**src/hw/iparb_pkg.sv**
```systemverilog
package iparb_pkg;

	// register byte addresses
	localparam logic [7:0] SE_STS_ADDR    = 8'h11;
	localparam logic [7:0] DIFF_STS_ADDR  = 8'h12;
	localparam logic [7:0] STBY_STS_ADDR  = 8'h14;
	localparam logic [7:0] SE_PRI_ADDR    = 8'h19;
	localparam logic [7:0] DIFF_PRI_ADDR  = 8'h1A;
	localparam logic [7:0] SEL_STS_ADDR   = 8'h1C;
	localparam logic [7:0] IRQ_STS_ADDR   = 8'h30;
	localparam logic [7:0] IRQ_MASK_ADDR  = 8'h31;

	// reset values
	localparam logic [7:0] SE_PRI_RST     = 8'h32;
	localparam logic [7:0] DIFF_PRI_RST   = 8'h00;
	localparam logic [5:0] IRQ_MASK_RST   = 6'h00;

	// alarm status word layout
	localparam int STS_SLAVE_ACT_BIT   = 5;
	localparam int STS_SLAVE_LOCK_BIT  = 4;
	localparam int STS_MASTER_ACT_BIT  = 1;
	localparam int STS_MASTER_LOCK_BIT = 0;

	// input indices
	localparam int NUM_INPUTS  = 5;
	localparam int IDX_MSE     = 0;
	localparam int IDX_SSE     = 1;
	localparam int IDX_MDIFF   = 2;
	localparam int IDX_SDIFF   = 3;
	localparam int IDX_STBY    = 4;
	localparam logic [3:0] STBY_RANK = 4'hF;

	// interrupt status layout
	localparam int IRQ_SEL_CHG_BIT = 5;

	// timing
	localparam longint CLK_HZ          = 125000000;
	localparam int     TICK_MS         = 1;
	localparam int     LOCK_TIMEOUT_S  = 100;
	localparam int unsigned TICK_CYCLES_DFLT = int'(CLK_HZ * TICK_MS / 1000);
	localparam int unsigned LOCK_TICKS_DFLT  = LOCK_TIMEOUT_S * 1000 / TICK_MS;
	localparam int CNT_W = 17;

	typedef struct packed {
		logic [3:0] slave;
		logic [3:0] master;
	} iparb_pri_t;

	typedef struct packed {
		logic       wr;
		logic       rd;
		logic [7:0] addr;
		logic [7:0] wdata;
	} iparb_bus_t;

endpackage

```
**src/hw/iparb_regs.sv**
```systemverilog
`timescale 1ns/1ps
module iparb_regs #(
	parameter int unsigned TICK_CYCLES = iparb_pkg::TICK_CYCLES_DFLT,
	parameter int unsigned LOCK_TICKS  = iparb_pkg::LOCK_TICKS_DFLT
)(
	// clock and reset
	input  wire logic       CLK,
	input  wire logic       SRST,
	// register port
	input  wire logic [7:0] ADDR,
	input  wire logic [7:0] WDATA,
	input  wire logic       WR,
	input  wire logic       RD,
	output logic      [7:0] RDATA,
	// monitor inputs
	input  wire logic [4:0] ACT_ALARM,
	input  wire logic       LOOP_LOCKED,
	// selection and interrupt
	output logic            SEL_VALID,
	output logic      [2:0] SEL_INPUT,
	output logic            IRQ
);

	iparb_pkg::iparb_bus_t bus;
	iparb_pkg::iparb_pri_t pri_se;
	iparb_pkg::iparb_pri_t pri_diff;
	iparb_pkg::iparb_pri_t wr_pri;
	logic [3:0]  rank [iparb_pkg::NUM_INPUTS];
	logic [4:0]  lock_alarm;
	logic [4:0]  alarm;
	logic [4:0]  valid;
	logic        next_valid;
	logic [2:0]  next_sel;
	logic [3:0]  best;
	logic [iparb_pkg::CNT_W-1:0] tick_cnt;
	logic [iparb_pkg::CNT_W-1:0] lock_cnt;
	logic        tick;
	logic        sel_change;
	logic        timeout;
	logic [5:0]  irq_sts;
	logic [5:0]  irq_mask;
	logic [5:0]  irq_set;
	logic [5:0]  irq_clr;
	logic        wr_se;
	logic        wr_diff;
	logic [7:0]  next_rdata;

	// bus request bundle
	assign bus     = '{wr: WR, rd: RD, addr: ADDR, wdata: WDATA};
	assign wr_pri  = iparb_pkg::iparb_pri_t'(bus.wdata);
	assign wr_se   = bus.wr && (bus.addr == iparb_pkg::SE_PRI_ADDR);
	assign wr_diff = bus.wr && (bus.addr == iparb_pkg::DIFF_PRI_ADDR);

	// priority registers; a nonzero nibble written to one form clears the same field of the companion form
	always_ff @(posedge CLK)
	begin
		if (SRST)
		begin
			pri_se   <= iparb_pkg::iparb_pri_t'(iparb_pkg::SE_PRI_RST);
			pri_diff <= iparb_pkg::iparb_pri_t'(iparb_pkg::DIFF_PRI_RST);
		end
		else if (wr_se)
		begin
			pri_se <= wr_pri;
			if (wr_pri.master != 4'h0)
				pri_diff.master <= 4'h0;
			if (wr_pri.slave != 4'h0)
				pri_diff.slave <= 4'h0;
		end
		else if (wr_diff)
		begin
			pri_diff <= wr_pri;
			if (wr_pri.master != 4'h0)
				pri_se.master <= 4'h0;
			if (wr_pri.slave != 4'h0)
				pri_se.slave <= 4'h0;
		end
	end

	// ranks per input; stand-by has no rank field, so it ranks last as a fallback
	assign rank[iparb_pkg::IDX_MSE]   = pri_se.master;
	assign rank[iparb_pkg::IDX_SSE]   = pri_se.slave;
	assign rank[iparb_pkg::IDX_MDIFF] = pri_diff.master;
	assign rank[iparb_pkg::IDX_SDIFF] = pri_diff.slave;
	assign rank[iparb_pkg::IDX_STBY]  = iparb_pkg::STBY_RANK;

	// per-input qualification
	genvar gi;
	generate
		for (gi = 0; gi < iparb_pkg::NUM_INPUTS; gi++)
		begin : g_qual
			assign alarm[gi] = ACT_ALARM[gi] | lock_alarm[gi];
			assign valid[gi] = (rank[gi] != 4'h0) && !alarm[gi];

			// no qualified input may rank strictly below the one picked
			AST_SEL_LOWEST: assert property (@(posedge CLK) disable iff (SRST)
				valid[gi] |-> next_valid && rank[next_sel] <= rank[gi])
				else $error("a better ranked input was passed over");
		end
	endgenerate

	// lowest rank wins; strict compare gives ties to the lower index
	always_comb
	begin
		next_valid = 1'b0;
		next_sel   = 3'h0;
		best       = 4'hF;
		for (int i = 0; i < iparb_pkg::NUM_INPUTS; i++)
		begin
			if (valid[i] && (!next_valid || rank[i] < best))
			begin
				next_valid = 1'b1;
				next_sel   = 3'(i);
				best       = rank[i];
			end
		end
	end

	assign sel_change = (next_valid != SEL_VALID) || (next_valid && next_sel != SEL_INPUT);

	// registered selection
	always_ff @(posedge CLK)
	begin
		if (SRST)
		begin
			SEL_VALID <= 1'b0;
			SEL_INPUT <= 3'h0;
		end
		else
		begin
			SEL_VALID <= next_valid;
			SEL_INPUT <= next_sel;
		end
	end

	// millisecond tick keeps the lock timer narrow instead of a 34-bit cycle count
	always_ff @(posedge CLK)
	begin
		if (SRST || tick)
			tick_cnt <= '0;
		else
			tick_cnt <= tick_cnt + 1'b1;
	end
	assign tick = (tick_cnt == iparb_pkg::CNT_W'(TICK_CYCLES - 1));

	// lock timer restarts whenever the source changes or lock is reported
	always_ff @(posedge CLK)
	begin
		if (SRST || !SEL_VALID || LOOP_LOCKED || sel_change || timeout)
			lock_cnt <= '0;
		else if (tick)
			lock_cnt <= lock_cnt + 1'b1;
	end
	assign timeout = tick && SEL_VALID && !LOOP_LOCKED && !sel_change &&
		(lock_cnt == iparb_pkg::CNT_W'(LOCK_TICKS - 1));

	// lock alarms; cleared by new activity alarm or by rewriting the rank register
	always_ff @(posedge CLK)
	begin
		if (SRST)
			lock_alarm <= 5'h00;
		else
		begin
			for (int i = 0; i < iparb_pkg::NUM_INPUTS; i++)
			begin
				if (timeout && SEL_INPUT == 3'(i))
					lock_alarm[i] <= 1'b1;
				else if (ACT_ALARM[i])
					lock_alarm[i] <= 1'b0;
				else if (wr_se && (i == iparb_pkg::IDX_MSE || i == iparb_pkg::IDX_SSE))
					lock_alarm[i] <= 1'b0;
				else if (wr_diff && (i == iparb_pkg::IDX_MDIFF || i == iparb_pkg::IDX_SDIFF))
					lock_alarm[i] <= 1'b0;
			end
		end
	end

	// interrupt events: lock alarm raised per input, selection changed
	always_comb
	begin
		irq_set = 6'h00;
		irq_set[iparb_pkg::IRQ_SEL_CHG_BIT] = sel_change;
		if (timeout)
			irq_set[SEL_INPUT] = 1'b1;
	end
	assign irq_clr = (bus.wr && bus.addr == iparb_pkg::IRQ_STS_ADDR) ? bus.wdata[5:0] : 6'h00;

	// sticky status; an event in the clearing cycle survives
	always_ff @(posedge CLK)
	begin
		if (SRST)
			irq_sts <= 6'h00;
		else
			irq_sts <= (irq_sts & ~irq_clr) | irq_set;
	end

	// interrupt mask
	always_ff @(posedge CLK)
	begin
		if (SRST)
			irq_mask <= iparb_pkg::IRQ_MASK_RST;
		else if (bus.wr && bus.addr == iparb_pkg::IRQ_MASK_ADDR)
			irq_mask <= bus.wdata[5:0];
	end

	assign IRQ = |(irq_sts & irq_mask);

	// alarm word with the shared layout
	function automatic logic [7:0] sts_word(input logic s_act, input logic s_lk,
		input logic m_act, input logic m_lk);
		logic [7:0] w;
		w = 8'h00;
		w[iparb_pkg::STS_SLAVE_ACT_BIT]   = s_act;
		w[iparb_pkg::STS_SLAVE_LOCK_BIT]  = s_lk;
		w[iparb_pkg::STS_MASTER_ACT_BIT]  = m_act;
		w[iparb_pkg::STS_MASTER_LOCK_BIT] = m_lk;
		return w;
	endfunction

	// read decode; unmapped addresses read zero
	always_comb
	begin
		next_rdata = 8'h00;
		unique case (bus.addr)
			iparb_pkg::SE_STS_ADDR:   next_rdata = sts_word(ACT_ALARM[1], lock_alarm[1],
				ACT_ALARM[0], lock_alarm[0]);
			iparb_pkg::DIFF_STS_ADDR: next_rdata = sts_word(ACT_ALARM[3], lock_alarm[3],
				ACT_ALARM[2], lock_alarm[2]);
			iparb_pkg::STBY_STS_ADDR: next_rdata = sts_word(1'b0, 1'b0,
				ACT_ALARM[4], lock_alarm[4]);
			iparb_pkg::SE_PRI_ADDR:   next_rdata = pri_se;
			iparb_pkg::DIFF_PRI_ADDR: next_rdata = pri_diff;
			iparb_pkg::SEL_STS_ADDR:  next_rdata = {SEL_VALID, 4'h0, SEL_INPUT};
			iparb_pkg::IRQ_STS_ADDR:  next_rdata = {2'h0, irq_sts};
			iparb_pkg::IRQ_MASK_ADDR: next_rdata = {2'h0, irq_mask};
			default:                  next_rdata = 8'h00;
		endcase
	end

	// read data stands only in the cycle after the strobe
	always_ff @(posedge CLK)
	begin
		if (SRST || !bus.rd)
			RDATA <= 8'h00;
		else
			RDATA <= next_rdata;
	end

	// checks
	AST_SE_CLR_MDIFF: assert property (@(posedge CLK) disable iff (SRST)
		wr_se && WDATA[3:0] != 4'h0 |=> pri_diff.master == 4'h0 && pri_se.master == $past(WDATA[3:0]))
		else $error("master differential rank not cleared");

	AST_SE_CLR_SDIFF: assert property (@(posedge CLK) disable iff (SRST)
		wr_se && WDATA[7:4] != 4'h0 |=> pri_diff.slave == 4'h0 && pri_se.slave == $past(WDATA[7:4]))
		else $error("slave differential rank not cleared");

	AST_DIFF_CLR_MSE: assert property (@(posedge CLK) disable iff (SRST)
		wr_diff && WDATA[3:0] != 4'h0 |=> pri_se.master == 4'h0 && pri_diff.master == $past(WDATA[3:0]))
		else $error("master single-ended rank not cleared");

	AST_DIFF_CLR_SSE: assert property (@(posedge CLK) disable iff (SRST)
		wr_diff && WDATA[7:4] != 4'h0 |=> pri_se.slave == 4'h0 && pri_diff.slave == $past(WDATA[7:4]))
		else $error("slave single-ended rank not cleared");

	// a zero nibble leaves the companion form alone; both registers never write together
	AST_ZERO_KEEPS: assert property (@(posedge CLK) disable iff (SRST)
		wr_se && WDATA[3:0] == 4'h0 |=> pri_diff.master == $past(pri_diff.master))
		else $error("zero write disturbed companion rank");

	AST_ZERO_KEEPS_SLV: assert property (@(posedge CLK) disable iff (SRST)
		wr_se && WDATA[7:4] == 4'h0 |=> pri_diff.slave == $past(pri_diff.slave))
		else $error("zero slave write disturbed companion rank");

	AST_DZERO_KEEPS_MST: assert property (@(posedge CLK) disable iff (SRST)
		wr_diff && WDATA[3:0] == 4'h0 |=> pri_se.master == $past(pri_se.master))
		else $error("zero differential write disturbed master rank");

	AST_DZERO_KEEPS_SLV: assert property (@(posedge CLK) disable iff (SRST)
		wr_diff && WDATA[7:4] == 4'h0 |=> pri_se.slave == $past(pri_se.slave))
		else $error("zero differential write disturbed slave rank");

	AST_PRI_READ: assert property (@(posedge CLK) disable iff (SRST)
		RD && ADDR == iparb_pkg::SE_PRI_ADDR |=> RDATA == $past(pri_se))
		else $error("priority read mismatch");

	AST_ACT_BITS: assert property (@(posedge CLK) disable iff (SRST)
		RD && ADDR == iparb_pkg::DIFF_STS_ADDR |=> RDATA[5] == $past(ACT_ALARM[3]) && RDATA[1] == $past(ACT_ALARM[2]))
		else $error("activity alarm bits misplaced");

	AST_LOCK_RAISE: assert property (@(posedge CLK) disable iff (SRST)
		timeout |=> lock_alarm[$past(SEL_INPUT)] && irq_sts[$past(SEL_INPUT)])
		else $error("lock alarm not raised on timeout");

	// the pick is judged in the cycle it is made, since the registered index lags a cycle
	AST_SEL_RANK: assert property (@(posedge CLK) disable iff (SRST)
		next_valid |-> rank[next_sel] != 4'h0 && !alarm[next_sel] ##1 SEL_VALID && SEL_INPUT == $past(next_sel))
		else $error("selected input was not qualified");

	AST_SET_WINS: assert property (@(posedge CLK) disable iff (SRST)
		irq_set[iparb_pkg::IRQ_SEL_CHG_BIT] |=> irq_sts[iparb_pkg::IRQ_SEL_CHG_BIT])
		else $error("interrupt event lost");

	// a one written with no event pending clears the sticky bit
	AST_W1C_CLEARS: assert property (@(posedge CLK) disable iff (SRST)
		bus.wr && bus.addr == iparb_pkg::IRQ_STS_ADDR && bus.wdata[iparb_pkg::IRQ_SEL_CHG_BIT] &&
		!irq_set[iparb_pkg::IRQ_SEL_CHG_BIT] |=> !irq_sts[iparb_pkg::IRQ_SEL_CHG_BIT])
		else $error("interrupt status not cleared");

	// differential ranks read back as stored, cleared fields as zero
	AST_DIFF_READ: assert property (@(posedge CLK) disable iff (SRST)
		RD && ADDR == iparb_pkg::DIFF_PRI_ADDR |=> RDATA == $past(pri_diff))
		else $error("differential priority read mismatch");

	// status words share one layout across the three registers
	AST_SE_ACT_BITS: assert property (@(posedge CLK) disable iff (SRST)
		RD && ADDR == iparb_pkg::SE_STS_ADDR |=> RDATA[5] == $past(ACT_ALARM[1]) && RDATA[1] == $past(ACT_ALARM[0]))
		else $error("single-ended activity bits misplaced");

	AST_LOCK_BITS: assert property (@(posedge CLK) disable iff (SRST)
		RD && ADDR == iparb_pkg::SE_STS_ADDR |=> RDATA[4] == $past(lock_alarm[1]) && RDATA[0] == $past(lock_alarm[0]))
		else $error("lock alarm bits misplaced");

	AST_STBY_BITS: assert property (@(posedge CLK) disable iff (SRST)
		RD && ADDR == iparb_pkg::STBY_STS_ADDR |=> RDATA[5:4] == 2'h0 && RDATA[1] == $past(ACT_ALARM[4]))
		else $error("stand-by activity bit misplaced");

	// read data must not linger, software may poll without strobing
	AST_RDATA_IDLE: assert property (@(posedge CLK) disable iff (SRST)
		!RD |=> RDATA == 8'h00)
		else $error("read data stood without a read");

endmodule // iparb_regs

```
**config.mk**
```make
export PLATFORM = sky130hd
export DESIGN_NAME = iparb_regs
export DESIGN_NICKNAME = d
export VERILOG_FILES = /design/src/hw/iparb_pkg.sv /design/src/hw/iparb_regs.sv
export SDC_FILE = /design/constraint.sdc
export NUM_CORES = 1
export LEC_CHECK = 0
export ABC_AREA = 1
export BUFFER_PORTS_ARGS = -buffer_cell sky130_fd_sc_hd__buf_4
export CORE_MARGIN = 3
export CORE_UTILIZATION = 60
export CTS_CLUSTER_DIAMETER = 100
export DETAILED_ROUTE_END_ITERATION = 6
export PLACE_DENSITY = 0.81
export SETUP_SLACK_MARGIN = 0.5
export SYNTH_ARGS = -nofsm -noshare
export SYNTH_HDL_FRONTEND = slang
export SYNTH_SLANG_ARGS = --single-unit
```
**constraint.sdc**
```tcl
create_clock -name CLK -period 6 [get_ports CLK]
set_input_delay 0.6 -clock CLK [delete_from_list [all_inputs] [get_ports CLK]]
set_output_delay 0.6 -clock CLK [all_outputs]
set_load 0.02 [all_outputs]
```
==> results.ini, run 1 <==
[outcome]
status=finished clean

[detailed_routing]
drt_first_pass_iters=6
drc=0
wl_um=10800
ant_nets=0
first_iter_violations=423
drt-wirelength-per-cell_um=15.3
vias_per_cell=5.77
vias=4093

[worst_setup_path]
worst-path-buf-inv=3
cpPeakStageDelay_ns=0.38
path_max_fanout=17
cpLargestDelayFamily=simple AND/OR/NAND/NOR gates
critPathLaunchType=flip-flop
cp_common_cell=nand2_1
crit_required_ns=6.27
worstSetupEndpointType=flip-flop
arrival_ns=4.62
path_class=flip-flop to flip-flop
crit_slowest_cell=dfxtp_1

[cts]
clock-root-buffer=clkbuf_8
holdBufCountCts=0
clock_latency_ns=0.35
clk_transition_reported_paths_ns=0.08
clk_path_buf_depth=2
cts_buffers=9
cts_max_level=3
post_cts_buffers=0
tritoncts=yes
clock_sinks=79
cts.repair.resized=0

[finish]
nNetsFinal=663
syn_to_final_growth_pct=12.6
antenna-diode-count=0
layout_commonest_cell=nand2_1
drive_above_1_share_pct=10.4
fill_cells=581
final_util_pct=70.7
layout_common_cells=114 x nand2_1, 90 x inv_1, 79 x dfxtp_1, 60 x nor2_1, 57 x a21oi_1

[yosys]
synthesis.area_mm2=0.00404
ys_types=33
yosysWarnings=0
synthCells=586
syn_area_per_cell_um2=6.89
ys_ff_latch=79
syn-num-nets=621
seq_area_frac_synth_pct=39.2

[sta]
tightest_slew_ns=0.794
finClkSkew_ns=0.00591
fin_crit_sh_pct=72.4
setup-violations-final=0
setup-tns-final_ns=0
fin_crit_ns=4.35
rsz0062_at_grt=false
fmaxAchievable_ghz=0.230
maxSlewViolCount=0
maxSlewHeadroom_pct=46.7
timing.final.hold_violations=0

[grt]
grt_use_met3_pct=8.09
met1_usage_pct=34.3
track_usage_pct=29.3
grt_start_max_net_pins=37
met2_usage_pct=50.8
busiest_layer=met2
grt_pass1_vias=3878
grt-ovfl-total=0
grt_pass1_wl_um=17600
antenna_found_initial=0

[floorplanning]
die_y_um=88.0
die-area_mm2=0.00775
initial_core_util_pct=62.8
design.core.area_mm2=0.00642
io_pins=39
die_w_um=88.0
floorplan.rows=29

[flow_run]
maxCapViolations=0

[placement]
dp_hpwl_um=8370
portBuffers=38
routabilityCongestion=0.990

[hold_path]
min_path_type=flip-flop to flip-flop

[power_and_ir_drop]
ir_drop_v=0.000168
powerDensity_mw_per_mm2=207
power.leakage_nw=1.83

-- per-stage QoR --
stage          instances  worst slack (ns)  hold WS, ns  power, mW  instance area, um^2
6_report             709              1.65        0.451      0.943                 4540
5_1_grt              709              1.03        0.467      0.978                 4540
4_1_cts              709              1.72        0.456      0.943                 4540
3_5_place_dp         694              1.44        0.440      0.609                 4380
3_3_place_gp         694              1.63        0.431      0.608                 4380
2_1_floorplan        586              1.95        0.418      0.581                 4040
-- routing by layer --
metal / share of wire (%) / vias up
met5: 0 / -
met4: 4.2 / 0
met3: 8.2 / 44
met2: 47 / 183
met1: 40 / 1841
li1: - / 2025
-- worst register-to-register path, delay by kind of cell (launching register included) --
kind                       cells  cell delay (ns)
and+or+nand+nor               27             2.30
DFF                            1             0.38
buffers and inverters          3             0.17
AOI/OAI and AO/OA              2             0.53
adders and majority gates      3             0.88
-- final timing paths --
path	startpoint	depth (start not counted)	slack [ns]	to
max	pri_se[3]	35	1.65	lock_cnt[2]
min	tick_cnt[0]	1	0.45	tick_cnt[0]
max reg2reg	pri_se[3]	35	1.65	lock_cnt[2]
min reg2reg	tick_cnt[0]	1	0.45	tick_cnt[0]
-- sequential cells by signal (all words and copies together) (netlist names) --
register / cells
irq_sts: 6
lock_alarm: 5
pri_diff: 8
RDATA: 8
lock_cnt: 17
SEL_INPUT: 3
irq_mask: 6
SEL_VALID: 1
tick_cnt: 17
pri_se: 8
-- cell type report --
| type | count | area (um^2) | area share (%) |
|---|---|---|---|
| inverter | 90 | 338 | 7.44 |
| clock inverter | 5 | 35.0 | 0.771 |
| multi-input combinational | 410 | 2080 | 45.8 |
| timing repair buffer | 38 | 285 | 6.28 |
| tap | 77 | 96.3 | 2.12 |
| sequential | 79 | 1580 | 34.8 |
| clock buffer | 10 | 128 | 2.81 |
-- cell families after synthesis --
family                     count (synthesis)  synth area share, %
DFF                                       79                 39.2
xor gates and xnor gates                  13                 2.82
and+or+nand+nor                          283                 31.7
buffers and inverters                     97                 9.30
adders and majority gates                  9                 2.79
AOI/OAI and AO/OA                        105                 14.2
-- Yosys cell counts --
cell type / number / share of area (%)
nand3_2: 1 / 0.25
nor3_1: 26 / 3.2
buf_6: 1 / 0.28
nor2_1: 60 / 5.6
dfxtp_1: 79 / 39
nand4_1: 8 / 1.2
o31ai_1: 1 / 0.19
xor2_1: 11 / 2.4
nand2_1: 114 / 11
nor2_2: 3 / 0.47
o21ai_0: 30 / 3.7
ha_1: 9 / 2.8
or2_2: 2 / 0.31
nand2_4: 2 / 0.56
inv_1: 90 / 8.4
o41ai_1: 1 / 0.22
a211oi_1: 1 / 0.19
xnor2_1: 2 / 0.43
a21o_1: 2 / 0.37
nor4_1: 12 / 1.9
o211ai_1: 1 / 0.19
buf_4: 1 / 0.19
nand3_1: 42 / 5.2
nor3b_1: 7 / 1.3
clkbuf_1: 5 / 0.47
o22ai_1: 4 / 0.62
nand2_2: 5 / 0.77
a31oi_1: 1 / 0.16
o2111ai_1: 1 / 0.22
a221oi_1: 5 / 1.1
a41oi_1: 1 / 0.22
nor3b_2: 1 / 0.31
a21oi_1: 57 / 7.1
-- power by group --
group | switching (mW) | internal [mW] | total (mW) | leakage (nW)
logic | 0.0422 | 0.0248 | 0.0670 | 1.11
clock network | 0.195 | 0.149 | 0.344 | 0.0825
registers | 0.00436 | 0.527 | 0.532 | 0.638
Note: power is estimated with default switching activity, not from simulation.
==> run 2: changes to the inputs <==
CORE_UTILIZATION = 59   (was 60)
PLACE_DENSITY = 0.8   (was 0.81)
clock period = 4 ns   (was 6 ns; I/O delays follow)
==> run 2 against run 1 <==
  * The flow now finishes with violations (negative setup slack)
  * Register-to-register slack got worse by 1.7 ns
  * Combinational power rose by 100%
  * Count of clock-buffer cells in the layout did not move
  * Hold slack got worse by 0.15 ns
  * Largest power group unchanged
  * Global-route usage rose by 1.3 points
  * Highest routed layer unchanged
==> results.ini, run 2 (same netlist as run 1, synthesis figures left out) <==
[sta]
whs_ns=0.306
tightest_slew_ns=0.950
setup-tns-final_ns=-0.166
rsz0062_at_grt=true
layout_setup_ws_ns=-0.0319
finClkSkew_ns=0.0150
fin_crit_sh_pct=101
setup-violations-final=11
timing.final.hold_violations=0
fin_crit_ns=4.03
maxSlewHeadroom_pct=36.1
fmaxAchievable_ghz=0.248
maxSlewViolCount=0

[cts]
clock_sinks=79
tritoncts=yes
cts_buffers=9
holdBufCountCts=0
cts_max_level=3
clk_transition_reported_paths_ns=0.10
clock_latency_ns=0.36
clock-root-buffer=clkbuf_8
clk_path_buf_depth=2

[finish]
syn_to_final_growth_pct=25.9
antenna-diode-count=0
drive_above_1_share_pct=22.3
final_cells=735
reg_top3=lock_cnt: 17 flops, tick_cnt: 17 flops
nNetsFinal=688
stdcell_area_mm2=0.00508
layout_common_cells=104 x nand2_1, 89 x inv_1, 74 x dfxtp_1, 59 x buf_4, 54 x nor2_1
layout_commonest_cell=nand2_1

[hold_path]
min_from=WDATA[6]
min_path_type=primary input to flip-flop

[worst_setup_path]
cpPeakStageDelay_ns=0.34
crit_start=pri_se[2]
r2r_end=lock_cnt[4]
path_class=flip-flop to flip-flop
critPathLaunchType=flip-flop
worstSetupEndpointType=flip-flop
path_max_fanout=8
cp_common_cell=nand2_1
worstReg2RegStart=pri_se[2]
crit_slowest_cell=dfxtp_2
crit_end=lock_cnt[4]
arrival_ns=4.31
crit_required_ns=4.28
rrSetupSlack_ns=-0.03
rr_worst_depth=36

[floorplanning]
design.core.area_mm2=0.00649
io_pins=39
floorplan.rows=29
die-area_mm2=0.00787
die_y_um=88.7
initial_core_util_pct=62.1
die_w_um=88.7

[grt]
grt-ovfl-total=0
grt_start_max_net_pins=37
grt_pass1_vias=4047
grt_pass1_wl_um=18700
antenna_found_initial=0
track_usage_pct=30.6

[placement]
routabilityCongestion=1.02
dp_hpwl_um=8220
portBuffers=38
placed_area_mm2=0.00443
dp.cells=699

[detailed_routing]
drc=0
first_iter_violations=417
drt_first_pass_iters=5
vias=4315
wl_um=11900
ant_nets=0
drt-wirelength-per-cell_um=16.2
vias_per_cell=5.87

[outcome]
violations=negative setup slack
status=finished with violations

[power_and_ir_drop]
power.leakage_nw=2.00
ir_drop_v=0.000264
powerDensity_mw_per_mm2=311

[flow_run]
maxCapViolations=0

-- run 2: how the worst min path moves through the flow --
stage | end | slack (ns) | depth (start not counted)
3_5_place_dp | tick_cnt[0] | 0.44 | 1
4_1_cts | pri_diff[1] | 0.30 | 3
3_3_place_gp | tick_cnt[0] | 0.43 | 1
2_1_floorplan | tick_cnt[0] | 0.42 | 1
5_1_grt | pri_se[3] | 0.31 | 3
6_report | pri_diff[6] | 0.31 | 3
-- run 2: cell type report --
cell class,count,area (um^2)
Clock inverter,6,76.3
Multi-Input combinational cell,413,2390
Inverter,90,340
Tap cell,77,96.3
Fill cell,484,1410
Sequential cell,79,1590
Clock buffer,10,138
Timing Repair Buffer,60,454
-- run 2: metrics by stage --
step / total power [mW] / setup slack (ns) / util [%]
after floorplan: 0.872 / 0.303 / -
final: 1.58 / -0.0319 / 78.2
after global placement: 0.914 / 0.0461 / 68.2
after global routing: 1.63 / -0.336 / 78.2
after detailed placement: 0.916 / -0.188 / 68.2
after CTS: 1.57 / 0.0931 / 75.0
-- run 2: critical path: cells and delay by family (launching register included) --
kind                     cells  cell delay [ns]
flip-flops                   1             0.34
AO/OA/AOI/OAI                2             0.24
buffers and inverters        2             0.10
AND/OR/NAND/NOR             29             2.52
adder cells (fa/ha/maj)      3             0.77
-- run 2: power by group --
group | internal, mW | switching [mW] | total (mW)
clock | 0.316 | 0.332 | 0.648
combinational | 0.0537 | 0.0828 | 0.136
sequential | 0.791 | 0.00623 | 0.797
-- run 2: routing by layer --
layer | vias to the layer above | share of wire (%) | global-route usage, %
li1 | 2072 | - | -
met5 | - | 0 | 0
met1 | 1964 | 40 | 37.2
met2 | 228 | 48 | 51.9
met3 | 51 | 8.5 | 6.61
met4 | 0 | 3.9 | 13.2
-- run 2: repair_timing --
| item | in CTS | in global routing |
|---|---|---|
| gates resized for setup | 28 | 39 |
| setup endpoints to repair | 28 | 30 |
| gates cloned | 3 | 0 |
| pin swaps | 26 | 27 |
| buffers inserted | 12 | 5 |
==> run 3: changes to the inputs <==
GPL_TIMING_DRIVEN = 0   (was not set)
PLACE_DENSITY = 0.87   (was 0.8)
==> run 3 against run 2 <==
  * The run ends with design-rule violations, negative setup slack left
  * Clock power is 4.8% lower
  * Combinational power is 7% higher
  * Via count is 3.9% higher
  * Critical path type unchanged
  * Critical path depth is 7 lower
==> results.ini, run 3 (same netlist as run 1, synthesis figures left out) <==
[outcome]
status=finished with violations
violations=design-rule violations, negative setup slack

[cts]
holdBufCountCts=0
cts_buffers=9
clock-root-buffer=clkbuf_8
clk_path_buf_depth=2
cts_max_level=3
clock_sinks=79
clock_latency_ns=0.36
tritoncts=yes
clk_transition_reported_paths_ns=0.08

[power_and_ir_drop]
powerDensity_mw_per_mm2=302
p_sw_share_pct=26.0
power_switching_uw=406
p_seq_share_pct=51.1
comb_power_share_pct=9.4
power.leakage_nw=1.99
p_clk_share_pct=39.6
ir_drop_v=0.000246
p_int_mw=1.15

[grt]
grt-ovfl-total=0
grt_pass1_vias=4324
antenna_found_initial=0
grt_pass1_wl_um=19300
track_usage_pct=31.7
grt_start_max_net_pins=15

[detailed_routing]
first_iter_violations=528
vias=4485
drt-wirelength-per-cell_um=17.4
wl_um=12800
drt_first_pass_iters=7
vias_per_cell=6.09
ant_nets=0
drc=36

[finish]
ff_latch_area_mm2=0.00159
final_cells=737
layout_commonest_cell=nand2_1
stdcell_area_mm2=0.00516
layout_common_cells=101 x nand2_1, 88 x inv_1, 74 x dfxtp_1, 56 x buf_4, 53 x nor2_1
final_util_pct=79.5
multi_input_comb_area_mm2=0.00243
syn_to_final_growth_pct=27.9
reg_top3=lock_cnt: 17 flops, tick_cnt: 17 flops
fill_cells=452
drive_above_1_share_pct=23.0
antenna-diode-count=0
nNetsFinal=690

[floorplanning]
die-area_mm2=0.00787
initial_core_util_pct=62.1
io_pins=39
design.core.area_mm2=0.00649
die_y_um=88.7
floorplan.rows=29
die_w_um=88.7

[sta]
setup-violations-final=28
maxSlewViolCount=0
setup-tns-final_ns=-6.38
layout_setup_ws_ns=-0.288
rsz0062_at_grt=true
tightest_slew_ns=1.28
maxSlewHeadroom_pct=14.1
fin_crit_sh_pct=107
timing.final.hold_violations=0
finClkSkew_ns=0.0179
fmaxAchievable_ghz=0.233
fin_crit_ns=4.29

[placement]
dp.cells=700
dp_hpwl_um=8460
placed_area_mm2=0.00443
pre_cts_ws_ns=-0.352
routabilityCongestion=1.02
portBuffers=37

[flow_run]
maxCapViolations=0

[worst_setup_path]
cp_common_cell=nand2_1
crit_slowest_cell=dfxtp_1
worst-path-buf-inv=2
critPathLaunchType=flip-flop
arrival_ns=4.58
path_class=flip-flop to flip-flop
cpPeakStageDelay_ns=0.56
path_max_fanout=7
crit_required_ns=4.29
cpLargestDelayFamily=simple AND/OR/NAND/NOR gates
worstSetupEndpointType=flip-flop

[hold_path]
min_path_type=primary input to flip-flop

==> run 3: cell count changes in the layout (fill, tap and decap cells not counted), moves of 3 or more <==
cell      previous run  this run
a21oi_1             45        40
a21oi_2             12        16
buf_4               59        56
clkbuf_1             0         4
nand2_1            104       101
nand2_2             10        14
nand2_4              9         6
nand3_2              7         3
nand3_4              0         4
nor2_2               6         2
nor2_4               3         8
nor3b_1              0         3
==> run 3: final timing paths <==
kind / startpoint / end / slack, ns / cells after the start
hold / removal: WDATA[6] / pri_se[6] / 0.33 / 3
setup reg to reg: pri_se[7] / lock_cnt[12] / -0.29 / 29
setup / recovery: pri_se[7] / lock_cnt[12] / -0.29 / 29
hold reg to reg: tick_cnt[0] / tick_cnt[0] / 0.46 / 1
==> run 3: per-layer routing <==
layer	track usage [%]	vias to the layer above	part of all wire, %
met1	35.4	2051	37
met4	16.2	0	4.4
li1	-	2074	-
met5	0	-	0
met3	6.98	70	9.6
met2	56.2	290	49
==> run 3: what timing repair did <==
item,4_1_cts,5_1_grt
setup buffers,16,3
pin swaps,17,33
gates cloned,2,0
gates resized for setup,41,47
endpoints found under the setup margin,30,30
==> run 3: tightest hold or removal path, stage by stage <==
cell	delay, ns
buf_4	0.12
nand2_1	0.06
a21oi_1	0.06
==> run 3: layout make-up <==
cell class,count,share of cell area (%)
buffer,7,0.945
clock buffer,10,2.67
clock inverter,6,1.31
inverter,90,6.64
multi-input combinational,411,47.0
sequential,79,30.9
tap,77,1.87
timing repair buffer,57,8.68
==> run 3: stage by stage <==
stage / hold slack (ns) / power (mW)
2_1_floorplan: 0.418 / 0.872
3_3_place_gp: 0.426 / 0.916
3_5_place_dp: 0.447 / 0.919
4_1_cts: 0.313 / 1.54
5_1_grt: 0.328 / 1.61
6_report: 0.328 / 1.56
==> run 3: power by group through the flow <==
stage | clock network (mW) | logic, mW | registers [mW]
final | 0.617 | 0.146 | 0.796
after global placement | 0 | 0.101 | 0.815
after floorplan | 0 | 0.0569 | 0.815
after global routing | 0.659 | 0.155 | 0.797
after CTS | 0.617 | 0.128 | 0.796
after detailed placement | 0 | 0.104 | 0.815
